**config.mk**
```make
export PLATFORM = sky130hd
export DESIGN_NAME = ebc_bus_ctrl
export DESIGN_NICKNAME = d
export VERILOG_FILES = /design/src/pkg/ebc_pkg.sv /design/src/rtl/ebc_bus_ctrl.sv
export SDC_FILE = /design/constraint.sdc
export NUM_CORES = 1
export LEC_CHECK = 0
export BUFFER_PORTS_ARGS = -buffer_cell sky130_fd_sc_hd__buf_2
export CORE_MARGIN = 1
export CORE_UTILIZATION = 49
export CTS_CLUSTER_DIAMETER = 80
export CTS_CLUSTER_SIZE = 16
export DETAILED_ROUTE_END_ITERATION = 6
export PLACE_DENSITY = 0.81
export SLEW_MARGIN = 10
export SYNTH_ARGS = -nofsm -noshare
export SYNTH_HDL_FRONTEND = slang
export SYNTH_SLANG_ARGS = --single-unit
```
**constraint.sdc**
```tcl
create_clock -name pclk -period 2.6 [get_ports pclk]
set_clock_uncertainty 0.1 [all_clocks]
set_input_delay 0.26 -clock pclk [delete_from_list [all_inputs] [get_ports pclk]]
set_output_delay 0.26 -clock pclk [all_outputs]
set_load 0.1 [all_outputs]
```
**src/pkg/ebc_pkg.sv**
```systemverilog
// Functional notes
// - four page selects decode address bits 23:22 during external strobe only
// - page selects share exactly the strobe's assertion and release timing
// - one shared bus control register governs every external access
// - combined ready is sampled on each rising bus clock edge
// - control bits 4:3 pick ready source: ext, counter, and, or (default)
// - and mode: ready low gives zero waits, else counter sets length
// - or mode: never before counter and bank logic; extended while ready high
// - bank compare adds one null cycle before a read to another bank
// - writes are posted into a single-entry latch; core continues
// - reset ends any pending access at once and floats pins immediately
// - reset with float input asserted floats all pins at once
// - float input low disables all outputs asynchronously
// - data keeper holds last value whenever undriven, off only under float
// - reset clears the wait counter and ends bus activity asynchronously
package ebc_pkg;
	localparam logic [7:0] ADDR_CTRL = 8'h00;
	localparam logic [7:0] ADDR_STATUS = 8'h04;
	localparam logic [7:0] ADDR_BANK = 8'h08;
	localparam int CTRL_WAIT_LSB = 5;
	localparam int CTRL_WAIT_W = 3;
	localparam int CTRL_SRC_LSB = 3;
	localparam int CTRL_BNK_LSB = 0;
	localparam int CTRL_BNK_W = 3;
	localparam logic [31:0] CTRL_RESET = 32'h0000_00F8;
	localparam int SAFE_EXIT_CYCLES = 10;
	localparam int CLK_PERIOD_NS = 10;
	typedef enum logic [1:0]
	{
		EBC_SRC_EXT = 2'b00,
		EBC_SRC_CNT = 2'b01,
		EBC_SRC_AND = 2'b10,
		EBC_SRC_OR = 2'b11
	} ebc_src_t;
	typedef enum logic [1:0]
	{
		EBC_IDLE = 2'b00,
		EBC_NULL = 2'b01,
		EBC_ACCESS = 2'b10,
		EBC_HALT = 2'b11
	} ebc_state_t;
	typedef struct packed
	{
		logic write;
		logic [23:0] addr;
		logic [31:0] data;
	} ebc_req_t;
endpackage : ebc_pkg

```
**src/rtl/ebc_bus_ctrl.sv**
```systemverilog
// Chosen here: the register addresses and the APB interface to the registers.
`timescale 1ns/1ps
`default_nettype none
module ebc_bus_ctrl
(
	input wire logic pclk,
	input wire logic presetn,
	input wire logic psel,
	input wire logic penable,
	input wire logic pwrite,
	input wire logic [7:0] paddr,
	input wire logic [31:0] pwdata,
	output logic [31:0] prdata,
	output logic pready,
	output logic pslverr,
	input wire logic core_req,
	input wire ebc_pkg::ebc_req_t core_cmd,
	output logic core_ack,
	output logic [31:0] core_rdata,
	output logic core_rvalid,
	input wire logic output_float_n,
	input wire logic ext_ready_n,
	output logic [23:0] addr_out,
	output logic addr_oe_n,
	output logic [31:0] data_out,
	output logic data_oe_n,
	input wire logic [31:0] data_in,
	output logic [31:0] keeper_value,
	output logic keeper_en,
	output logic external_access_strobe,
	output logic rw_out,
	output logic ctrl_oe_n,
	output logic page_select_q0,
	output logic page_select_q1,
	output logic page_select_q2,
	output logic page_select_q3
);
	ebc_pkg::ebc_state_t state;
	logic [31:0] ctrl;
	logic [2:0] wait_cnt;
	logic float_done;
	logic have_bank;
	logic [2:0] last_bank_bits;
	logic posted_valid;
	ebc_pkg::ebc_req_t posted;
	ebc_pkg::ebc_req_t cur;
	logic cnt_ready;
	logic ext_ok;
	logic combined_ready;
	logic bank_hit;
	logic apb_wr;
	logic start;
	logic [1:0] src;
	logic [2:0] bank_mask;

	// bank field of an address under the configured mask
	function automatic logic [2:0] bank_of(input logic [23:0] a, input logic [2:0] m);
		bank_of = a[23:21] & m;
	endfunction : bank_of

	// every access reads the one shared control register
	assign src = ctrl[ebc_pkg::CTRL_SRC_LSB +: 2];
	assign bank_mask = ctrl[ebc_pkg::CTRL_BNK_LSB +: ebc_pkg::CTRL_BNK_W];
	assign apb_wr = psel && penable && pwrite;
	assign pready = 1'b1;
	assign pslverr = psel && penable && (paddr != ebc_pkg::ADDR_CTRL)
		&& (paddr != ebc_pkg::ADDR_STATUS) && (paddr != ebc_pkg::ADDR_BANK);

	always_ff @(posedge pclk or negedge presetn)
	begin
		if (!presetn)
			ctrl <= ebc_pkg::CTRL_RESET;
		else if (apb_wr && paddr == ebc_pkg::ADDR_CTRL)
			ctrl <= {24'h000000, pwdata[7:0]};
	end

	always_ff @(posedge pclk or negedge presetn)
	begin
		if (!presetn)
			prdata <= 32'h0000_0000;
		else if (psel && !penable && !pwrite)
		begin
			case (paddr)
				ebc_pkg::ADDR_CTRL: prdata <= ctrl;
				ebc_pkg::ADDR_STATUS: prdata <= {28'h0000000, state, posted_valid, have_bank};
				ebc_pkg::ADDR_BANK: prdata <= {29'h00000000, last_bank_bits};
				default: prdata <= 32'h0000_0000;
			endcase
		end
	end

	// counter expiry is the internal ready
	assign cnt_ready = (wait_cnt == 3'h0);
	// external ready is active low: low completes, high extends
	assign ext_ok = !ext_ready_n;

	always_comb
	begin
		case (src)
			ebc_pkg::EBC_SRC_EXT: combined_ready = ext_ok;
			ebc_pkg::EBC_SRC_CNT: combined_ready = cnt_ready;
			// ready pin low finishes at once, otherwise the counter decides
			ebc_pkg::EBC_SRC_AND: combined_ready = ext_ok || cnt_ready;
			// counter gates completion and ready high keeps extending
			ebc_pkg::EBC_SRC_OR: combined_ready = ext_ok && cnt_ready;
			default: combined_ready = cnt_ready;
		endcase
	end

	// a read to a different bank than the last access needs a null cycle
	assign bank_hit = have_bank && !cur.write
		&& (bank_of(cur.addr, bank_mask) != last_bank_bits);

	// single-entry latch: core stalls only while it is occupied or reset is asserted
	assign core_ack = core_req && !posted_valid && presetn;
	assign start = (state == ebc_pkg::EBC_IDLE) && posted_valid;

	always_ff @(posedge pclk or negedge presetn)
	begin
		if (!presetn)
		begin
			posted_valid <= 1'b0;
			posted <= '0;
		end
		else if (core_ack)
		begin
			posted_valid <= 1'b1;
			posted <= core_cmd;
		end
		else if (start)
			posted_valid <= 1'b0;
	end

	assign cur = posted;

	// reset asserted parks the bus in halt at once, with no settle wait
	always_ff @(posedge pclk or negedge presetn)
	begin
		if (!presetn)
		begin
			state <= ebc_pkg::EBC_HALT;
			wait_cnt <= 3'h0;
			have_bank <= 1'b0;
			last_bank_bits <= 3'h0;
			core_rvalid <= 1'b0;
			core_rdata <= 32'h0000_0000;
			addr_out <= 24'h000000;
			data_out <= 32'h0000_0000;
			rw_out <= 1'b1;
		end
		else
		begin
			core_rvalid <= 1'b0;
			case (state)
				ebc_pkg::EBC_HALT: state <= ebc_pkg::EBC_IDLE;
				ebc_pkg::EBC_IDLE:
				begin
					if (start)
					begin
						wait_cnt <= ctrl[ebc_pkg::CTRL_WAIT_LSB +: ebc_pkg::CTRL_WAIT_W];
						addr_out <= posted.addr;
						data_out <= posted.data;
						rw_out <= !posted.write;
						if (bank_hit)
							state <= ebc_pkg::EBC_NULL;
						else
							state <= ebc_pkg::EBC_ACCESS;
					end
				end
				ebc_pkg::EBC_NULL: state <= ebc_pkg::EBC_ACCESS;
				ebc_pkg::EBC_ACCESS:
				begin
					if (wait_cnt != 3'h0)
						wait_cnt <= wait_cnt - 3'h1;
					// sampled on each rising edge of the bus clock
					if (combined_ready)
					begin
						state <= ebc_pkg::EBC_IDLE;
						have_bank <= 1'b1;
						last_bank_bits <= bank_of(addr_out, bank_mask);
						if (rw_out)
						begin
							core_rvalid <= 1'b1;
							core_rdata <= data_in;
						end
					end
				end
				default: state <= ebc_pkg::EBC_IDLE;
			endcase
		end
	end

	// float is set at once by reset and clears on the first clock after release
	always_ff @(posedge pclk or negedge presetn)
	begin
		if (!presetn)
			float_done <= 1'b1;
		else
			float_done <= 1'b0;
	end

	// strobe and pages are the same term of state flop and float input, so timing matches
	assign external_access_strobe = !(state == ebc_pkg::EBC_ACCESS) || !output_float_n;
	assign page_select_q0 = external_access_strobe || (addr_out[23:22] != 2'b00);
	assign page_select_q1 = external_access_strobe || (addr_out[23:22] != 2'b01);
	assign page_select_q2 = external_access_strobe || (addr_out[23:22] != 2'b10);
	assign page_select_q3 = external_access_strobe || (addr_out[23:22] != 2'b11);

	// float input removes every driver with no clock involved
	assign addr_oe_n = !output_float_n || float_done;
	assign ctrl_oe_n = !output_float_n || float_done;
	assign data_oe_n = !output_float_n || float_done
		|| !((state == ebc_pkg::EBC_ACCESS) && !rw_out);
	// keeper only stands aside while the pins float
	assign keeper_en = output_float_n;
	assign keeper_value = data_out;

	chk_or_extend: assert property (@(posedge pclk) disable iff (!presetn)
		(state == ebc_pkg::EBC_ACCESS && src == 2'b11 && ext_ready_n)
		|=> state == ebc_pkg::EBC_ACCESS)
		else $error("or mode ended while ready high");

	chk_and_zero: assert property (@(posedge pclk) disable iff (!presetn)
		(state == ebc_pkg::EBC_ACCESS && src == 2'b10 && !ext_ready_n)
		|=> state == ebc_pkg::EBC_IDLE)
		else $error("and mode did not finish at once");

	chk_ext_only: assert property (@(posedge pclk) disable iff (!presetn)
		(state == ebc_pkg::EBC_ACCESS && src == 2'b00)
		|=> (state == ebc_pkg::EBC_IDLE) == !$past(ext_ready_n))
		else $error("external-only source misbehaved");

	chk_cnt_load: assert property (@(posedge pclk) disable iff (!presetn)
		start |=> wait_cnt == ctrl[7:5])
		else $error("wait counter not loaded");

	chk_null_read: assert property (@(posedge pclk) disable iff (!presetn)
		(state == ebc_pkg::EBC_NULL) |-> ($past(state) == ebc_pkg::EBC_IDLE) && rw_out)
		else $error("null cycle without bank change read");

	chk_page_one: assert property (@(posedge pclk) disable iff (!presetn)
		$countones({page_select_q0, page_select_q1, page_select_q2, page_select_q3})
		== (external_access_strobe ? 4 : 3))
		else $error("page decode wrong");

	chk_post_hold: assert property (@(posedge pclk) disable iff (!presetn)
		core_ack |=> posted_valid && !core_ack)
		else $error("post latch overrun");

	chk_float_off: assert property (@(posedge pclk) disable iff (!presetn)
		!output_float_n |-> addr_oe_n && data_oe_n && ctrl_oe_n && !keeper_en)
		else $error("outputs driven under float");

	chk_strobe_page: assert property (@(posedge pclk) disable iff (!presetn)
		$fell(external_access_strobe) |-> !(page_select_q0 && page_select_q1
		&& page_select_q2 && page_select_q3))
		else $error("page not with strobe");

	chk_page_low: assert property (@(posedge pclk) disable iff (!presetn)
		(!external_access_strobe && addr_out[23:22] == 2'b00) |-> !page_select_q0)
		else $error("lowest page not selected");

	chk_page_idle: assert property (@(posedge pclk) disable iff (!presetn)
		external_access_strobe |-> page_select_q0 && page_select_q1
		&& page_select_q2 && page_select_q3)
		else $error("page active without strobe");

	chk_page_release: assert property (@(posedge pclk) disable iff (!presetn)
		$rose(external_access_strobe) |-> page_select_q0 && page_select_q1
		&& page_select_q2 && page_select_q3)
		else $error("page outlived strobe");

	chk_src_shared: assert property (@(posedge pclk) disable iff (!presetn)
		src == ctrl[4:3])
		else $error("ready source not from control register");

	chk_cnt_done: assert property (@(posedge pclk) disable iff (!presetn)
		(state == ebc_pkg::EBC_ACCESS && src == 2'b01 && wait_cnt == 3'h0)
		|=> state == ebc_pkg::EBC_IDLE)
		else $error("counter source did not finish");

	chk_cnt_hold: assert property (@(posedge pclk) disable iff (!presetn)
		(state == ebc_pkg::EBC_ACCESS && src == 2'b01 && wait_cnt != 3'h0)
		|=> state == ebc_pkg::EBC_ACCESS)
		else $error("counter source finished early");

	chk_and_count: assert property (@(posedge pclk) disable iff (!presetn)
		(state == ebc_pkg::EBC_ACCESS && src == 2'b10 && wait_cnt == 3'h0)
		|=> state == ebc_pkg::EBC_IDLE)
		else $error("and mode ignored counter expiry");

	chk_and_wait: assert property (@(posedge pclk) disable iff (!presetn)
		(state == ebc_pkg::EBC_ACCESS && src == 2'b10 && ext_ready_n && wait_cnt != 3'h0)
		|=> state == ebc_pkg::EBC_ACCESS)
		else $error("and mode finished before counter");

	chk_or_count: assert property (@(posedge pclk) disable iff (!presetn)
		(state == ebc_pkg::EBC_ACCESS && src == 2'b11 && wait_cnt != 3'h0)
		|=> state == ebc_pkg::EBC_ACCESS)
		else $error("or mode beat the counter");

	chk_or_finish: assert property (@(posedge pclk) disable iff (!presetn)
		(state == ebc_pkg::EBC_ACCESS && src == 2'b11 && !ext_ready_n && wait_cnt == 3'h0)
		|=> state == ebc_pkg::EBC_IDLE)
		else $error("or mode did not finish");

	chk_null_once: assert property (@(posedge pclk) disable iff (!presetn)
		(state == ebc_pkg::EBC_NULL) |=> state == ebc_pkg::EBC_ACCESS)
		else $error("null cycle longer than one");

	chk_write_direct: assert property (@(posedge pclk) disable iff (!presetn)
		(start && posted.write) |=> state == ebc_pkg::EBC_ACCESS)
		else $error("write was pre-extended");

	chk_post_free: assert property (@(posedge pclk) disable iff (!presetn)
		(core_req && !posted_valid) |-> core_ack)
		else $error("empty latch refused a request");

	chk_ready_taken: assert property (@(posedge pclk) disable iff (!presetn)
		(state == ebc_pkg::EBC_ACCESS && combined_ready) |=> state == ebc_pkg::EBC_IDLE)
		else $error("combined ready not honoured");

	chk_read_return: assert property (@(posedge pclk) disable iff (!presetn)
		core_rvalid |-> rw_out && $past(state) == ebc_pkg::EBC_ACCESS)
		else $error("read data without a read");

	chk_cnt_down: assert property (@(posedge pclk) disable iff (!presetn)
		(state == ebc_pkg::EBC_ACCESS && wait_cnt != 3'h0)
		|=> wait_cnt == $past(wait_cnt) - 3'h1)
		else $error("wait counter did not step");

	chk_keeper_on: assert property (@(posedge pclk) disable iff (!presetn)
		output_float_n |-> keeper_en)
		else $error("keeper off outside float");

	chk_data_drive: assert property (@(posedge pclk) disable iff (!presetn)
		!data_oe_n |-> state == ebc_pkg::EBC_ACCESS && !rw_out && output_float_n)
		else $error("data driven outside a write");

	chk_halt_leave: assert property (@(posedge pclk) disable iff (!presetn)
		(state == ebc_pkg::EBC_HALT) |=> state == ebc_pkg::EBC_IDLE)
		else $error("bus stuck after reset");
endmodule : ebc_bus_ctrl
`default_nettype wire

```
==> metrics.yaml <==
outcome:
  status: "finished with violations"
  violations: "DRC"
cells_and_area:
  register_area_sq_um: 4365
  insertedDiodeCount: 0
  drive_gt1_frac: 0.3213
  fillers: 1015
  multi_input_area_sq_um: 2605
  area_delta_synth_final_pct: 35.43
  final_util: 0.6901
  nets: 1209
cts:
  clk_path_buf_depth: 2
  cts_buffers: 17
  worstSkewPairLatency_ns: 0.41
  cts_setup_buffers: 0
  cts_root_buffer: "clkbuf_16"
  htree_levels: 4
  cts.clk_slew.worst_paths_ns: 0.06
  clock_sinks: 174
  cts_tree: "yes"
global_routing:
  grt_pass1_wl_mm: 32.15
  antenna_found_initial: 0
  grt-ovfl-total: 0
  grt_usage: 0.2633
  grt_pass1_vias: 6300
  grt_start_max_net_pins: 58
timing:
  finalSetupTns_ns: 0
  drv_slew: 0
  slew_headroom: 0.5691
  fin_crit_ns: 2.353
  hold_viol: 0
  setup_violations: 0
  post-route-period-util: 0.9051
  tightest_slew_ns: 0.6464
  rsz0062_at_grt: "false"
  max_freq_mhz: 424.9
min_path:
  hold_depth: 3
  hold_path_class: "in -> reg"
  hold_end: "posted_valid$_DFFE_PN0P_"
  worstHoldStart: "core_req"
yosys:
  synth-edff-count: 0
  ys_ff_latch: 174
  syn_area_sq_um: 7490
  synth_top_cell_by_area: "dfrtp_1"
  synth.most_common_cell: "nand2_1"
  yosysSeqAreaShare: 0.5829
  ys_warn_count: 0
  yosys.area.top_type_share: 0.5513
  syn_inst: 757
  synth.distinct_cells: 40
  synthFlopType: "dfrtp_1"
  async_flop_share: 1.000
  ys_top_cells_by_area: "dfrtp_1 55%, nand2_1 18%, mux2_4 7.4%"
  netlist_top_cells_count: "367 x nand2_1, 165 x dfrtp_1, 59 x buf_4, 37 x mux2_4, 20 x clkbuf_1"
  syn_area_per_cell_sq_um: 9.894
floorplan:
  ios: 303
  rows: 44
  die_w_um: 125.6
  die_area_sq_um: 15780
  core-area_sq_um: 14700
  start_util: 0.5095
  fp.dieH_um: 125.6
detailed_routing:
  final_antenna_net_count: 0
  vias: 6222
  drtIter0Drc: 387
  drc: 23
  wirelength_mm: 20.17
  wire_per_inst_um: 15.96
  drtPass1Iterations: 7
  viasPerCell: 4.922
worst_setup_path:
  worstPathMaxFanout: 5
  cp-startpoint: "state[1]$_DFFE_PN1P_"
  r2r-start: "wait_cnt[0]$_DFFE_PN0P_"
  critPathLaunchType: "register"
  r2r_slack_ns: 0.46
  end_kind: "output pin"
  crit_required_ns: 2.24
  reg2regPathDepth: 7
  arrival_ns: 1.99
  reg2reg_to: "core_rdata[31]$_DFFE_PN0P_"
  critPathKind: "reg -> out"
placed_design:
  io_buffer_count: 253
  place_congestion: 0.7934
  dp_hpwl_mm: 11.58
flow_run:
  maxCapViolCount: 0
-- cell usage in the layout, fill, tap and decap left out, drive strengths merged, types with 2 or more instances in the layout --
cell           n
nor3           2
and2           2
nand2        367
mux2          40
nor2b          4
clkinvlp       2
buf          263
clkinv         3
o21ai         10
dfrtp        165
nand4          2
o31ai          3
nor2          12
nand3          4
dlygate4sd3   98
xnor2          4
mux2i          7
inv            8
ha             2
nand2b         5
clkbuf        23
conb          26
dfstp          9
a21oi          7
-- what timing repair did --
item,CTS,global route
setup endpoints to repair,0,1
hold endpoints to repair,174,0
hold buffers,98,0
resized for setup,0,1
-- final cells by class --
cell class | count | share of cell area
Sequential cell | 174 | 0.4304
Multi-Input combinational cell | 508 | 0.2568
Timing Repair Buffer | 361 | 0.2347
Clock buffer | 23 | 0.04613
Tap cell | 184 | 0.02270
Clock inverter | 6 | 0.006291
Inverter | 8 | 0.002960
-- routing by layer --
layer	track usage	up-vias	wire length (um)
met5	0	-	0
met4	0.09900	0	393
met3	0.06967	34	1407
met2	0.4699	289	10530
met1	0.3028	3002	7846
li1	-	2897	-
-- worst max-delay path, cell delays in order (launching register included) --
cell	delay (ns)
dfstp_2	0.55
nor2b_2	0.28
nand2_2	0.13
or3_4	0.33
buf_2	0.30
-- how the worst max path moves through the flow --
stage	cells past startpoint	slack (ns)	to
2_1_floorplan	1	0.09	page_select_q2
3_3_place_gp	5	0.53	core_rdata[29]$_DFFE_PN0P_
3_5_place_dp	5	0.47	core_rdata[28]$_DFFE_PN0P_
4_1_cts	4	0.08	page_select_q0
5_1_grt	4	0.15	page_select_q0
6_report	4	0.25	page_select_q0
-- metrics by stage --
| step | area (sq um) | worst slack (ns) | hold WS (ns) | instances |
|---|---|---|---|---|
| floorplan | 7587 | 0.08977 | -0.1356 | 781 |
| global placement | 8628 | 0.5273 | 0.006930 | 1137 |
| detailed placement | 8628 | 0.4749 | 0.006016 | 1137 |
| CTS | 10140 | 0.07721 | 0.007273 | 1264 |
| global route | 10140 | 0.1507 | 0.01048 | 1264 |
| finish | 10140 | 0.2468 | 0.02270 | 1264 |
-- registers in the layout, summed over array words and instances (netlist names), 2 cells and up --
signal,flops
addr_out,24
core_rdata,32
ctrl,8
prdata,8
data_out,32
last_bank_bits,3
cur,57
state,2
wait_cnt,3
-- cell families (layout without fill, tap and decap cells) --
logic type | count (synthesis) | in the layout | share of synthesized area
multiplexers | 47 | 47 | 0.08804
flip-flops | 174 | 174 | 0.5829
AND/OR/NAND/NOR | 404 | 404 | 0.2160
AO/OA/AOI/OAI | 25 | 25 | 0.02005
XOR/XNOR | 4 | 4 | 0.004677
other | 2 | 26 | 0.001003
buffers and inverters | 99 | 398 | 0.08403
adder cells (fa/ha/maj) | 2 | 2 | 0.003341
Power is left out: the tool's default activity adds up to more than one toggle a clock period on the data nets, which glitch-free logic cannot reach.
